**config.mk**
```make
export PLATFORM = sky130hd
export DESIGN_NAME = ftc_config_regs
export DESIGN_NICKNAME = d
export VERILOG_FILES = /design/src/design/ftc_config_regs.v
export VERILOG_INCLUDE_DIRS = /design/src /design/src/design
export SDC_FILE = /design/constraint.sdc
export NUM_CORES = 1
export LEC_CHECK = 0
export BUFFER_PORTS_ARGS = -buffer_cell sky130_fd_sc_hd__buf_2
export CAP_MARGIN = 0
export CORE_ASPECT_RATIO = 0.5
export CORE_MARGIN = 2
export CORE_UTILIZATION = 57
export CTS_CLUSTER_SIZE = 20
export DETAILED_ROUTE_END_ITERATION = 8
export PLACE_DENSITY = 0.8
export REMOVE_ABC_BUFFERS = 1
export SETUP_SLACK_MARGIN = 0.5
export SLEW_MARGIN = 20
export SYNTH_ARGS = -nofsm -noshare
export SYNTH_HDL_FRONTEND = slang
export SYNTH_SLANG_ARGS = --single-unit
```
**constraint.sdc**
```tcl
create_clock -name core_clk_i -period 2.6 [get_ports core_clk_i]
set_clock_uncertainty 0.05 [all_clocks]
set_input_delay 0.52 -clock core_clk_i [delete_from_list [all_inputs] [get_ports core_clk_i]]
set_output_delay 0.52 -clock core_clk_i [all_outputs]
set_load 0.01 [all_outputs]
```
**src/design/ftc_regs.vh**
```
// register offsets, field positions, reset values and timing for the fan/overtemp config block
//
// Notes on behaviour
// - alert select bit turns the second pwm pin into an active-low alert output
// - overtemp line is watched only when monitor enable is set and pin selected
// - full_speed_on_overtemp bit forces every fan to full duty while the watched overtemp line is asserted
// - fast bit shortens the speed measurement period from 1 s to 250 ms
// - each channel's continuous bit requests speed measurement on that channel all the time
// - lock bit makes config three and config four ignore all writes
// - duration bits 7:1 read zero until an assertion lasts beyond 45.52 ms
// - status bit 0 sets when the overtemp input asserts, clears when status is read
// - past 45.52 ms the status reads an 8-bit duration count in 22.76 ms steps
// - duration above the programmed limit sets bit 5 of interrupt status two
// - a zero limit raises that interrupt as soon as the input asserts
// - the limit is an 8-bit value in 22.76 ms steps
// - per fan 2-bit field picks one to four counted pulses, default two
// - volt pin alert select makes the 2.5 V pin an alert output, else an input
// - 2-bit field picks the two-wire threshold: 20, 40, 80 or 130 mV
// - mask bit 5 of interrupt mask two suppresses alert for the duration event
`ifndef FTC_REGS_VH
`define FTC_REGS_VH

// ==========================================================
// register indices (byte address is four times the index)
`define FTC_IDX_CONFIG_ONE 8'h40
`define FTC_IDX_INT_STATUS_TWO 8'h42
`define FTC_IDX_INT_MASK_TWO 8'h75
`define FTC_IDX_CONFIG_THREE 8'h78
`define FTC_IDX_DURATION_STATUS 8'h79
`define FTC_IDX_DURATION_LIMIT 8'h7A
`define FTC_IDX_PULSES_PER_REV 8'h7B
`define FTC_IDX_CONFIG_FOUR 8'h7D

// ==========================================================
// field positions
`define FTC_C1_PIN_SEL 0
`define FTC_C1_LOCK 1
`define FTC_C3_ALERT_SEL 0
`define FTC_C3_MONITOR_EN 1
`define FTC_C3_FULL_SPEED_ON_OVERTEMP 2
`define FTC_C3_FAST 3
`define FTC_C3_CONT_LSB 4
`define FTC_C4_VOLT_ALERT 0
`define FTC_C4_THRESH_LSB 2
`define FTC_INT_OT_SEEN 0
`define FTC_INT_DURATION 5
`define FTC_C4_WRITE_MASK 8'h0D

// ==========================================================
// reset values
`define FTC_RST_ZERO 8'h00
`define FTC_RST_PULSES 8'h55

// ==========================================================
// timing
`define FTC_CLK_MHZ 125
`define FTC_STEP_US 22760
`define FTC_MEAS_SLOW_MS 1000
`define FTC_MEAS_FAST_MS 250
`define FTC_REPORT_MIN_STEPS 8'h02
`define FTC_DURATION_MAX 8'hFF

// ==========================================================
// bus answers
`define FTC_RESP_OKAY 2'h0
`define FTC_RESP_SLVERR 2'h2

`endif

```
**src/design/ftc_config_regs.v**
```verilog
// fan and overtemperature configuration registers with axi4-lite access
`include "ftc_regs.vh"

module ftc_config_regs #(
    parameter STEP_CYCLES = `FTC_STEP_US * `FTC_CLK_MHZ,
    parameter MEAS_SLOW_CYCLES = `FTC_MEAS_SLOW_MS * 1000 * `FTC_CLK_MHZ,
    parameter MEAS_FAST_CYCLES = `FTC_MEAS_FAST_MS * 1000 * `FTC_CLK_MHZ
) (
    // clock and reset
    input wire core_clk_i,
    input wire reset_n_i,
    // axi4-lite write address and data
    input wire [11:0] s_axi_awaddr,
    input wire s_axi_awvalid,
    output wire s_axi_awready,
    input wire [31:0] s_axi_wdata,
    input wire [3:0] s_axi_wstrb,
    input wire s_axi_wvalid,
    output wire s_axi_wready,
    // axi4-lite write response
    output reg [1:0] s_axi_bresp,
    output reg s_axi_bvalid,
    input wire s_axi_bready,
    // axi4-lite read
    input wire [11:0] s_axi_araddr,
    input wire s_axi_arvalid,
    output wire s_axi_arready,
    output reg [31:0] s_axi_rdata,
    output reg [1:0] s_axi_rresp,
    output reg s_axi_rvalid,
    input wire s_axi_rready,
    // overtemperature line pin, active low
    input wire overtemp_line_n_i,
    // pin functions and alerts
    output wire pwm2_pin_is_alert_o,
    output wire pwm2_alert_n_o,
    output wire volt_pin_is_alert_o,
    output wire volt_alert_n_o,
    output wire irq_o,
    // fan control
    output wire full_speed_on_overtemp_o,
    output wire [3:0] speed_meas_req_o,
    output wire [11:0] pulses_counted_o,
    output wire [1:0] two_wire_threshold_o
);

    // ==========================================================
    // registers
    reg [7:0] config_one;
    reg [7:0] config_three;
    reg [7:0] config_four;
    reg [7:0] overtemp_duration_status;
    reg [7:0] overtemp_duration_limit;
    reg [7:0] fan_pulses_per_rev;
    reg [7:0] int_status_two;
    reg [7:0] int_mask_two;

    // ==========================================================
    // address decode, shared by the read and write paths
    function [3:0] ftc_decode;
        input [11:0] addr;
        reg [7:0] idx;
        begin
            idx = addr[9:2];
            if (addr[1:0] != 2'h0 || addr[11:10] != 2'h0) begin
                ftc_decode = 4'h0;
            end else if (idx == `FTC_IDX_CONFIG_ONE) begin
                ftc_decode = 4'h1;
            end else if (idx == `FTC_IDX_INT_STATUS_TWO) begin
                ftc_decode = 4'h2;
            end else if (idx == `FTC_IDX_INT_MASK_TWO) begin
                ftc_decode = 4'h3;
            end else if (idx == `FTC_IDX_CONFIG_THREE) begin
                ftc_decode = 4'h4;
            end else if (idx == `FTC_IDX_DURATION_STATUS) begin
                ftc_decode = 4'h5;
            end else if (idx == `FTC_IDX_DURATION_LIMIT) begin
                ftc_decode = 4'h6;
            end else if (idx == `FTC_IDX_PULSES_PER_REV) begin
                ftc_decode = 4'h7;
            end else if (idx == `FTC_IDX_CONFIG_FOUR) begin
                ftc_decode = 4'h8;
            end else begin
                ftc_decode = 4'h0;
            end
        end
    endfunction

    localparam [3:0] SEL_NONE = 4'h0;
    localparam [3:0] SEL_CFG1 = 4'h1;
    localparam [3:0] SEL_IST2 = 4'h2;
    localparam [3:0] SEL_IMSK2 = 4'h3;
    localparam [3:0] SEL_CFG3 = 4'h4;
    localparam [3:0] SEL_DSTAT = 4'h5;
    localparam [3:0] SEL_DLIM = 4'h6;
    localparam [3:0] SEL_PPR = 4'h7;
    localparam [3:0] SEL_CFG4 = 4'h8;

    // ==========================================================
    // write channel: address and data taken in either order
    reg aw_held;
    reg w_held;
    reg [11:0] aw_addr;
    reg [7:0] w_byte;
    reg w_lane0;

    assign s_axi_awready = !aw_held && !s_axi_bvalid;
    assign s_axi_wready = !w_held && !s_axi_bvalid;

    wire aw_take = s_axi_awvalid && s_axi_awready;
    wire w_take = s_axi_wvalid && s_axi_wready;
    wire wr_go = aw_held && w_held;
    wire [3:0] wr_sel = ftc_decode(aw_addr);
    wire wr_en = wr_go && w_lane0; // only byte lane 0 carries data
    wire locked = config_one[`FTC_C1_LOCK];

    // hold each half until the other arrives, then answer
    always @(posedge core_clk_i) begin
        if (!reset_n_i) begin
            aw_held <= 1'b0;
            w_held <= 1'b0;
            aw_addr <= 12'h000;
            w_byte <= 8'h00;
            w_lane0 <= 1'b0;
            s_axi_bvalid <= 1'b0;
            s_axi_bresp <= `FTC_RESP_OKAY;
        end else begin
            if (aw_take) begin
                aw_held <= 1'b1;
                aw_addr <= s_axi_awaddr;
            end
            if (w_take) begin
                w_held <= 1'b1;
                w_byte <= s_axi_wdata[7:0];
                w_lane0 <= s_axi_wstrb[0];
            end
            if (wr_go) begin
                aw_held <= 1'b0;
                w_held <= 1'b0;
                s_axi_bvalid <= 1'b1;
                s_axi_bresp <= (wr_sel == SEL_NONE) ? `FTC_RESP_SLVERR : `FTC_RESP_OKAY;
            end else if (s_axi_bvalid && s_axi_bready) begin
                s_axi_bvalid <= 1'b0;
            end
        end
    end

    // ==========================================================
    // read channel: one cycle from address to data
    assign s_axi_arready = !s_axi_rvalid;
    wire ar_take = s_axi_arvalid && s_axi_arready;
    wire [3:0] rd_sel = ftc_decode(s_axi_araddr);
    wire status_read = ar_take && (rd_sel == SEL_DSTAT);
    reg [7:0] next_rbyte;

    // read mux; reserved bits and unmapped words read zero
    always @* begin
        next_rbyte = 8'h00;
        case (rd_sel)
            SEL_CFG1: next_rbyte = config_one;
            SEL_IST2: next_rbyte = int_status_two;
            SEL_IMSK2: next_rbyte = int_mask_two;
            SEL_CFG3: next_rbyte = config_three;
            SEL_DSTAT: next_rbyte = overtemp_duration_status;
            SEL_DLIM: next_rbyte = overtemp_duration_limit;
            SEL_PPR: next_rbyte = fan_pulses_per_rev;
            SEL_CFG4: next_rbyte = config_four;
            default: next_rbyte = 8'h00;
        endcase
    end

    always @(posedge core_clk_i) begin
        if (!reset_n_i) begin
            s_axi_rvalid <= 1'b0;
            s_axi_rdata <= 32'h00000000;
            s_axi_rresp <= `FTC_RESP_OKAY;
        end else if (ar_take) begin
            s_axi_rvalid <= 1'b1;
            s_axi_rdata <= {24'h000000, next_rbyte};
            s_axi_rresp <= (rd_sel == SEL_NONE) ? `FTC_RESP_SLVERR : `FTC_RESP_OKAY;
        end else if (s_axi_rready) begin
            s_axi_rvalid <= 1'b0;
        end
    end

    // ==========================================================
    // overtemperature line synchroniser and edge detect
    reg ot_meta;
    reg ot_sync;
    reg ot_prev;

    always @(posedge core_clk_i) begin
        if (!reset_n_i) begin
            ot_meta <= 1'b0;
            ot_sync <= 1'b0;
            ot_prev <= 1'b0;
        end else begin
            ot_meta <= !overtemp_line_n_i;
            ot_sync <= ot_meta;
            ot_prev <= ot_sync;
        end
    end

    // watched only when enabled and the shared pin is the overtemp line
    wire monitoring = config_three[`FTC_C3_MONITOR_EN] && config_one[`FTC_C1_PIN_SEL];
    wire ot_active = monitoring && ot_sync;
    wire ot_rise = monitoring && ot_sync && !ot_prev;

    // ==========================================================
    // duration timer in 22.76 ms steps
    reg [31:0] step_cnt;
    reg [7:0] dur_steps;
    wire step_done = ot_active && !ot_rise && (step_cnt == STEP_CYCLES - 1);
    wire [7:0] next_steps = (dur_steps == `FTC_DURATION_MAX) ? dur_steps
                            : dur_steps + 8'h01;

    always @(posedge core_clk_i) begin
        if (!reset_n_i) begin
            step_cnt <= 32'h00000000;
            dur_steps <= 8'h00;
        end else if (ot_rise || !ot_active) begin
            step_cnt <= 32'h00000000; // a fresh assertion restarts timing
            dur_steps <= 8'h00;
        end else if (step_done) begin
            step_cnt <= 32'h00000000;
            dur_steps <= next_steps;
        end else begin
            step_cnt <= step_cnt + 32'h00000001;
        end
    end

    // past 45.52 ms the count replaces the seen flag
    wire dur_report = step_done && (next_steps > `FTC_REPORT_MIN_STEPS);

    // status: hardware set wins over the read-clear
    always @(posedge core_clk_i) begin
        if (!reset_n_i) begin
            overtemp_duration_status <= `FTC_RST_ZERO;
        end else if (dur_report) begin
            overtemp_duration_status <= next_steps;
        end else if (ot_rise) begin
            overtemp_duration_status <= 8'h01;
        end else if (status_read) begin
            overtemp_duration_status <= `FTC_RST_ZERO;
        end
    end

    // limit crossing: zero fires on assertion, else when steps pass the limit
    wire limit_zero = (overtemp_duration_limit == 8'h00);
    wire limit_hit = (ot_rise && limit_zero)
                   || (step_done && !limit_zero && next_steps > overtemp_duration_limit
                       && dur_steps <= overtemp_duration_limit);

    // ==========================================================
    // register writes, interrupt status and lock
    wire cfg_write_ok = !locked;
    wire [7:0] ist_set;
    assign ist_set = {2'b00, limit_hit, 4'h0, ot_rise};

    always @(posedge core_clk_i) begin
        if (!reset_n_i) begin
            config_one <= `FTC_RST_ZERO;
            config_three <= `FTC_RST_ZERO;
            config_four <= `FTC_RST_ZERO;
            overtemp_duration_limit <= `FTC_RST_ZERO;
            fan_pulses_per_rev <= `FTC_RST_PULSES;
            int_mask_two <= `FTC_RST_ZERO;
            int_status_two <= `FTC_RST_ZERO;
        end else begin
            // write-one-to-clear, new events win in the same cycle
            if (wr_en && wr_sel == SEL_IST2) begin
                int_status_two <= (int_status_two & ~w_byte) | ist_set;
            end else begin
                int_status_two <= int_status_two | ist_set;
            end
            if (wr_en) begin
                if (wr_sel == SEL_CFG1) begin
                    // lock stays set until reset once written
                    config_one <= {6'h00, w_byte[`FTC_C1_LOCK] | locked, w_byte[0]};
                end else if (wr_sel == SEL_IMSK2) begin
                    int_mask_two <= w_byte;
                end else if (wr_sel == SEL_CFG3 && cfg_write_ok) begin
                    config_three <= w_byte;
                end else if (wr_sel == SEL_DLIM) begin
                    overtemp_duration_limit <= w_byte;
                end else if (wr_sel == SEL_PPR) begin
                    fan_pulses_per_rev <= w_byte;
                end else if (wr_sel == SEL_CFG4 && cfg_write_ok) begin
                    config_four <= w_byte & `FTC_C4_WRITE_MASK;
                end
            end
        end
    end

    // ==========================================================
    // interrupt and alert pins
    assign irq_o = |(int_status_two & ~int_mask_two);
    assign pwm2_pin_is_alert_o = config_three[`FTC_C3_ALERT_SEL];
    assign pwm2_alert_n_o = !(pwm2_pin_is_alert_o && irq_o);
    assign volt_pin_is_alert_o = config_four[`FTC_C4_VOLT_ALERT];
    assign volt_alert_n_o = !(volt_pin_is_alert_o && irq_o);
    assign two_wire_threshold_o = config_four[`FTC_C4_THRESH_LSB +: 2];

    // full_speed_on_overtemp holds only while the watched line stays asserted
    assign full_speed_on_overtemp_o = config_three[`FTC_C3_FULL_SPEED_ON_OVERTEMP] && ot_active;

    // ==========================================================
    // measurement period, quartered when fast
    reg [31:0] meas_cnt;
    reg meas_tick;
    wire [31:0] meas_last = config_three[`FTC_C3_FAST] ? MEAS_FAST_CYCLES - 1
                            : MEAS_SLOW_CYCLES - 1;

    always @(posedge core_clk_i) begin
        if (!reset_n_i) begin
            meas_cnt <= 32'h00000000;
            meas_tick <= 1'b0;
        end else if (meas_cnt >= meas_last) begin
            meas_cnt <= 32'h00000000; // also catches a switch to fast mid period
            meas_tick <= 1'b1;
        end else begin
            meas_cnt <= meas_cnt + 32'h00000001;
            meas_tick <= 1'b0;
        end
    end

    // per channel request and pulse count
    genvar ch;
    generate
        for (ch = 0; ch < 4; ch = ch + 1) begin : g_chan
            assign speed_meas_req_o[ch] = meas_tick
                                        || config_three[`FTC_C3_CONT_LSB + ch];
            assign pulses_counted_o[3 * ch +: 3] = {1'b0, fan_pulses_per_rev[2 * ch +: 2]}
                                                 + 3'h1;
        end
    endgenerate

endmodule

```
==> metrics.txt <==
Sw Ratio=0.2441; Final Hold Viols=0; P_leak=4.147 nW; WP data arrival=about 2.6 ns; Worst Hold Depth=2; FMAX=roughly 420 MHz; Setup crit end kind=flop; Routed Antenna Nets=0; Synth area leaders=dfxtp_1 39%, ha_1 5.8%, nor2_1 5.6%; Inserted Diodes=0; worst setup path startpoint=dur_steps[0]; worst slew pin tran=between 0.4 and 0.5 ns; Net Switching=1.289 mW; DRC violation total after the first TritonRoute iteration=about 660; CP Data Required Time=between 2 and 3 ns; Setup violations, final=0; most frequent cells in the layout=138 x dfxtp_1, 111 x nor2_1, 88 x nand2_1; Yosys cell types=76; row cnt=31; RSZ-0062 raised after global routing=true; die area=15700 µm²; clock buffer depth=2; CTS Buf Count=17; Placer Congestion=roughly 0.94; CP Launch Type=flop; clock network fraction of total power=0.459; P&R area growth vs syn=23.66%; FF+latch count, synth=about 160; Synth area leader=dfxtp_1; H-Tree Depth=4; slew margin rel.=0.6662; Post-Syn Area=between 8000 and 9000 µm²; hpwl dp=between 10000 and 15000 µm; clock-pin slew on the worst setup and hold paths=0.07 ns; Initial Utilization=0.5806; warnings from Yosys=0; Nets=1193; top-area cell type share of the netlist area=0.3930; core area=about 14000 µm²; initial antenna violation count=0; worst-path fanout max=2; outcome=complete, no violations; Max IR drop VDD=approximately 0.52 mV; drt pass-1 iters=9; kind of critical path=reg -> reg; vias in the first global route=between 7000 and 8000; Reg power frac=0.489; vias per cell=5.957; setup TNS=0 ns; dpl cells=around 1200; Die Y=roughly 90 µm; Worst-Skew Late Latency=0.42 ns; layout cells sized above 1=0.2712; minimum clock period=roughly 2.4 ns; final core utilization=0.7179; Routed WL per cell=between 15 and 20 µm; Critical R2R Launch=dur_steps[0]; GRT Total Usage=0.2779; P per Cell Area=slightly above 500 nW/µm²; Max Cap Viol=0; hold crit path type=in -> reg; Ports=about 130; pin count of the biggest net entering global routing=44; FF-to-FF setup slack=0.24 ns; IO Port Bufs=79; DRC Markers=0; number of flops mapped to enable cells by yosys=0; final period utilization=0.9065; most common cell after layout, fill and taps aside=dfxtp_1; register area share after synthesis=0.3930; overflow left after global routing=0; Pint=between 3 and 4 mW; Root Buffer=clkbuf_16; Slew Limit Fails=0; wire length of the first global-routing pass=about 35000 µm; WL final=roughly 22000 µm; R2R depth=12; fraction of registers with async set/reset=0; Post-synth top flop=dfxtp_1; Comb power frac=0.052; post-synthesis cell count=958; die width=175.2 µm; TritonCTS clock tree=done; HP Start=s_axi_rready; total clock sinks=around 160; Layout Cells excl Fill=1297; Syn Area/Cell=8.721 µm²; DR vias=7726
[cells in the mapped netlist (6+ instances only)]
cell and instances:
and4_1 9, o21ai_0 14, xor2_1 38, a22oi_1 6, and2_1 15, a211oi_1 14
and3_1 19, dfxtp_1 164, a21oi_1 46, inv_1 30, a311oi_1 6, ha_1 39
nor2_1 125, nor4_1 8, o22ai_1 8, nand3_1 43, buf_4 26, mux2i_1 44
nor2b_1 14, clkbuf_1 26, a32o_1 6, nor3b_1 6, nor3_1 17, xnor2_1 20
nand2_1 91, nand4_1 18
[sequential cells by signal, summed over array words and instances (netlist names), 2 cells and up]
signal	count
config_four	3
config_three	8
int_status_two	8
aw_addr	12
meas_cnt	32
fan_pulses_per_rev	8
s_axi_rdata	8
step_cnt	32
int_mask_two	8
w_byte	8
overtemp_duration_limit	8
overtemp_duration_status	8
config_one	2
dur_steps	8
[power groups by stage]
stage | clock network [mW] | logic, mW | registers, mW
6_report | 2.42 | 0.274 | 2.58
5_1_grt | 2.55 | 0.300 | 2.59
4_1_cts | 2.43 | 0.256 | 2.58
3_5_place_dp | 0 | 0.241 | 2.64
3_3_place_gp | 0 | 0.236 | 2.64
2_1_floorplan | 0 | 0.137 | 2.63
[worst max-delay path, cell delays in order (launching register included)]
cell and delay (ns):
dfxtp_2 0.35, ha_2 0.18, nand4_1 0.14, nor2_2 0.18, buf_4 0.13, buf_4 0.11
xnor2_1 0.19, ha_2 0.24, nor2b_1 0.05, o211ai_1 0.28, a21oi_2 0.11, a211oi_2 0.16
o31ai_1 0.08
[timing repair]
item / 4_1_cts / 5_1_grt
setup buffers: 15 / 13
setup endpoints to repair: 74 / 101
resized for setup: 77 / 69
pin swaps: 37 / 36
gates cloned: 4 / 0
hold endpoints to repair: 0 / 0
hold buffers: 0 / 0
[routing by layer]
| metal | track usage | share of wire | wire length (µm) | vias to the layer above |
|---|---|---|---|---|
| li1 | - | - | - | 3628 |
| met1 | 0.3555 | 0.42 | 9519 | 3707 |
| met2 | 0.4814 | 0.48 | 10750 | 337 |
| met3 | 0.04588 | 0.075 | 1676 | 54 |
| met4 | 0.1114 | 0.022 | 503 | 0 |
| met5 | 0 | 0 | 0 | - |
[stage by stage]
step	setup slack (ns)	area, µm²	hold WS, ns	power [mW]
2_1_floorplan	0.02822	8112	0.3618	2.768
3_3_place_gp	0.1356	8981	0.3632	2.879
3_5_place_dp	0.09974	8981	0.3790	2.885
4_1_cts	0.3692	9986	0.2204	5.267
5_1_grt	0.1819	10330	0.2322	5.436
6_report	0.2432	10330	0.2249	5.282
[area by class of cell]
cell class	count	area (µm²)
Clock inverter	14	130.1
Tap cell	198	247.7
Timing Repair Buffer	139	922.1
Clock buffer	18	439.2
Inverter	31	118.9
Fill cell	993	4059
Sequential cell	164	3336
Multi-Input combinational cell	733	5137
[worst paths after layout]
| path | endpoint |
|---|---|
| max | int_status_two[5] |
| min | s_axi_rvalid |
| max reg2reg | int_status_two[5] |
| min reg2reg | ot_sync |
[logic make-up (layout without fill, tap and decap cells)]
kind of cell,after synthesis,after routing,synth area share
xor gates and xnor gates,58,58,0.06081
muxes,47,47,0.05676
AOI/OAI and AO/OA,153,153,0.1278
DFF,164,164,0.3930
other,1,30,0.0004489
buffers and inverters,90,202,0.05601
and+or+nand+nor,406,406,0.2468
adders and majority gates,39,39,0.05841
Power figures use the tool's default switching activity.
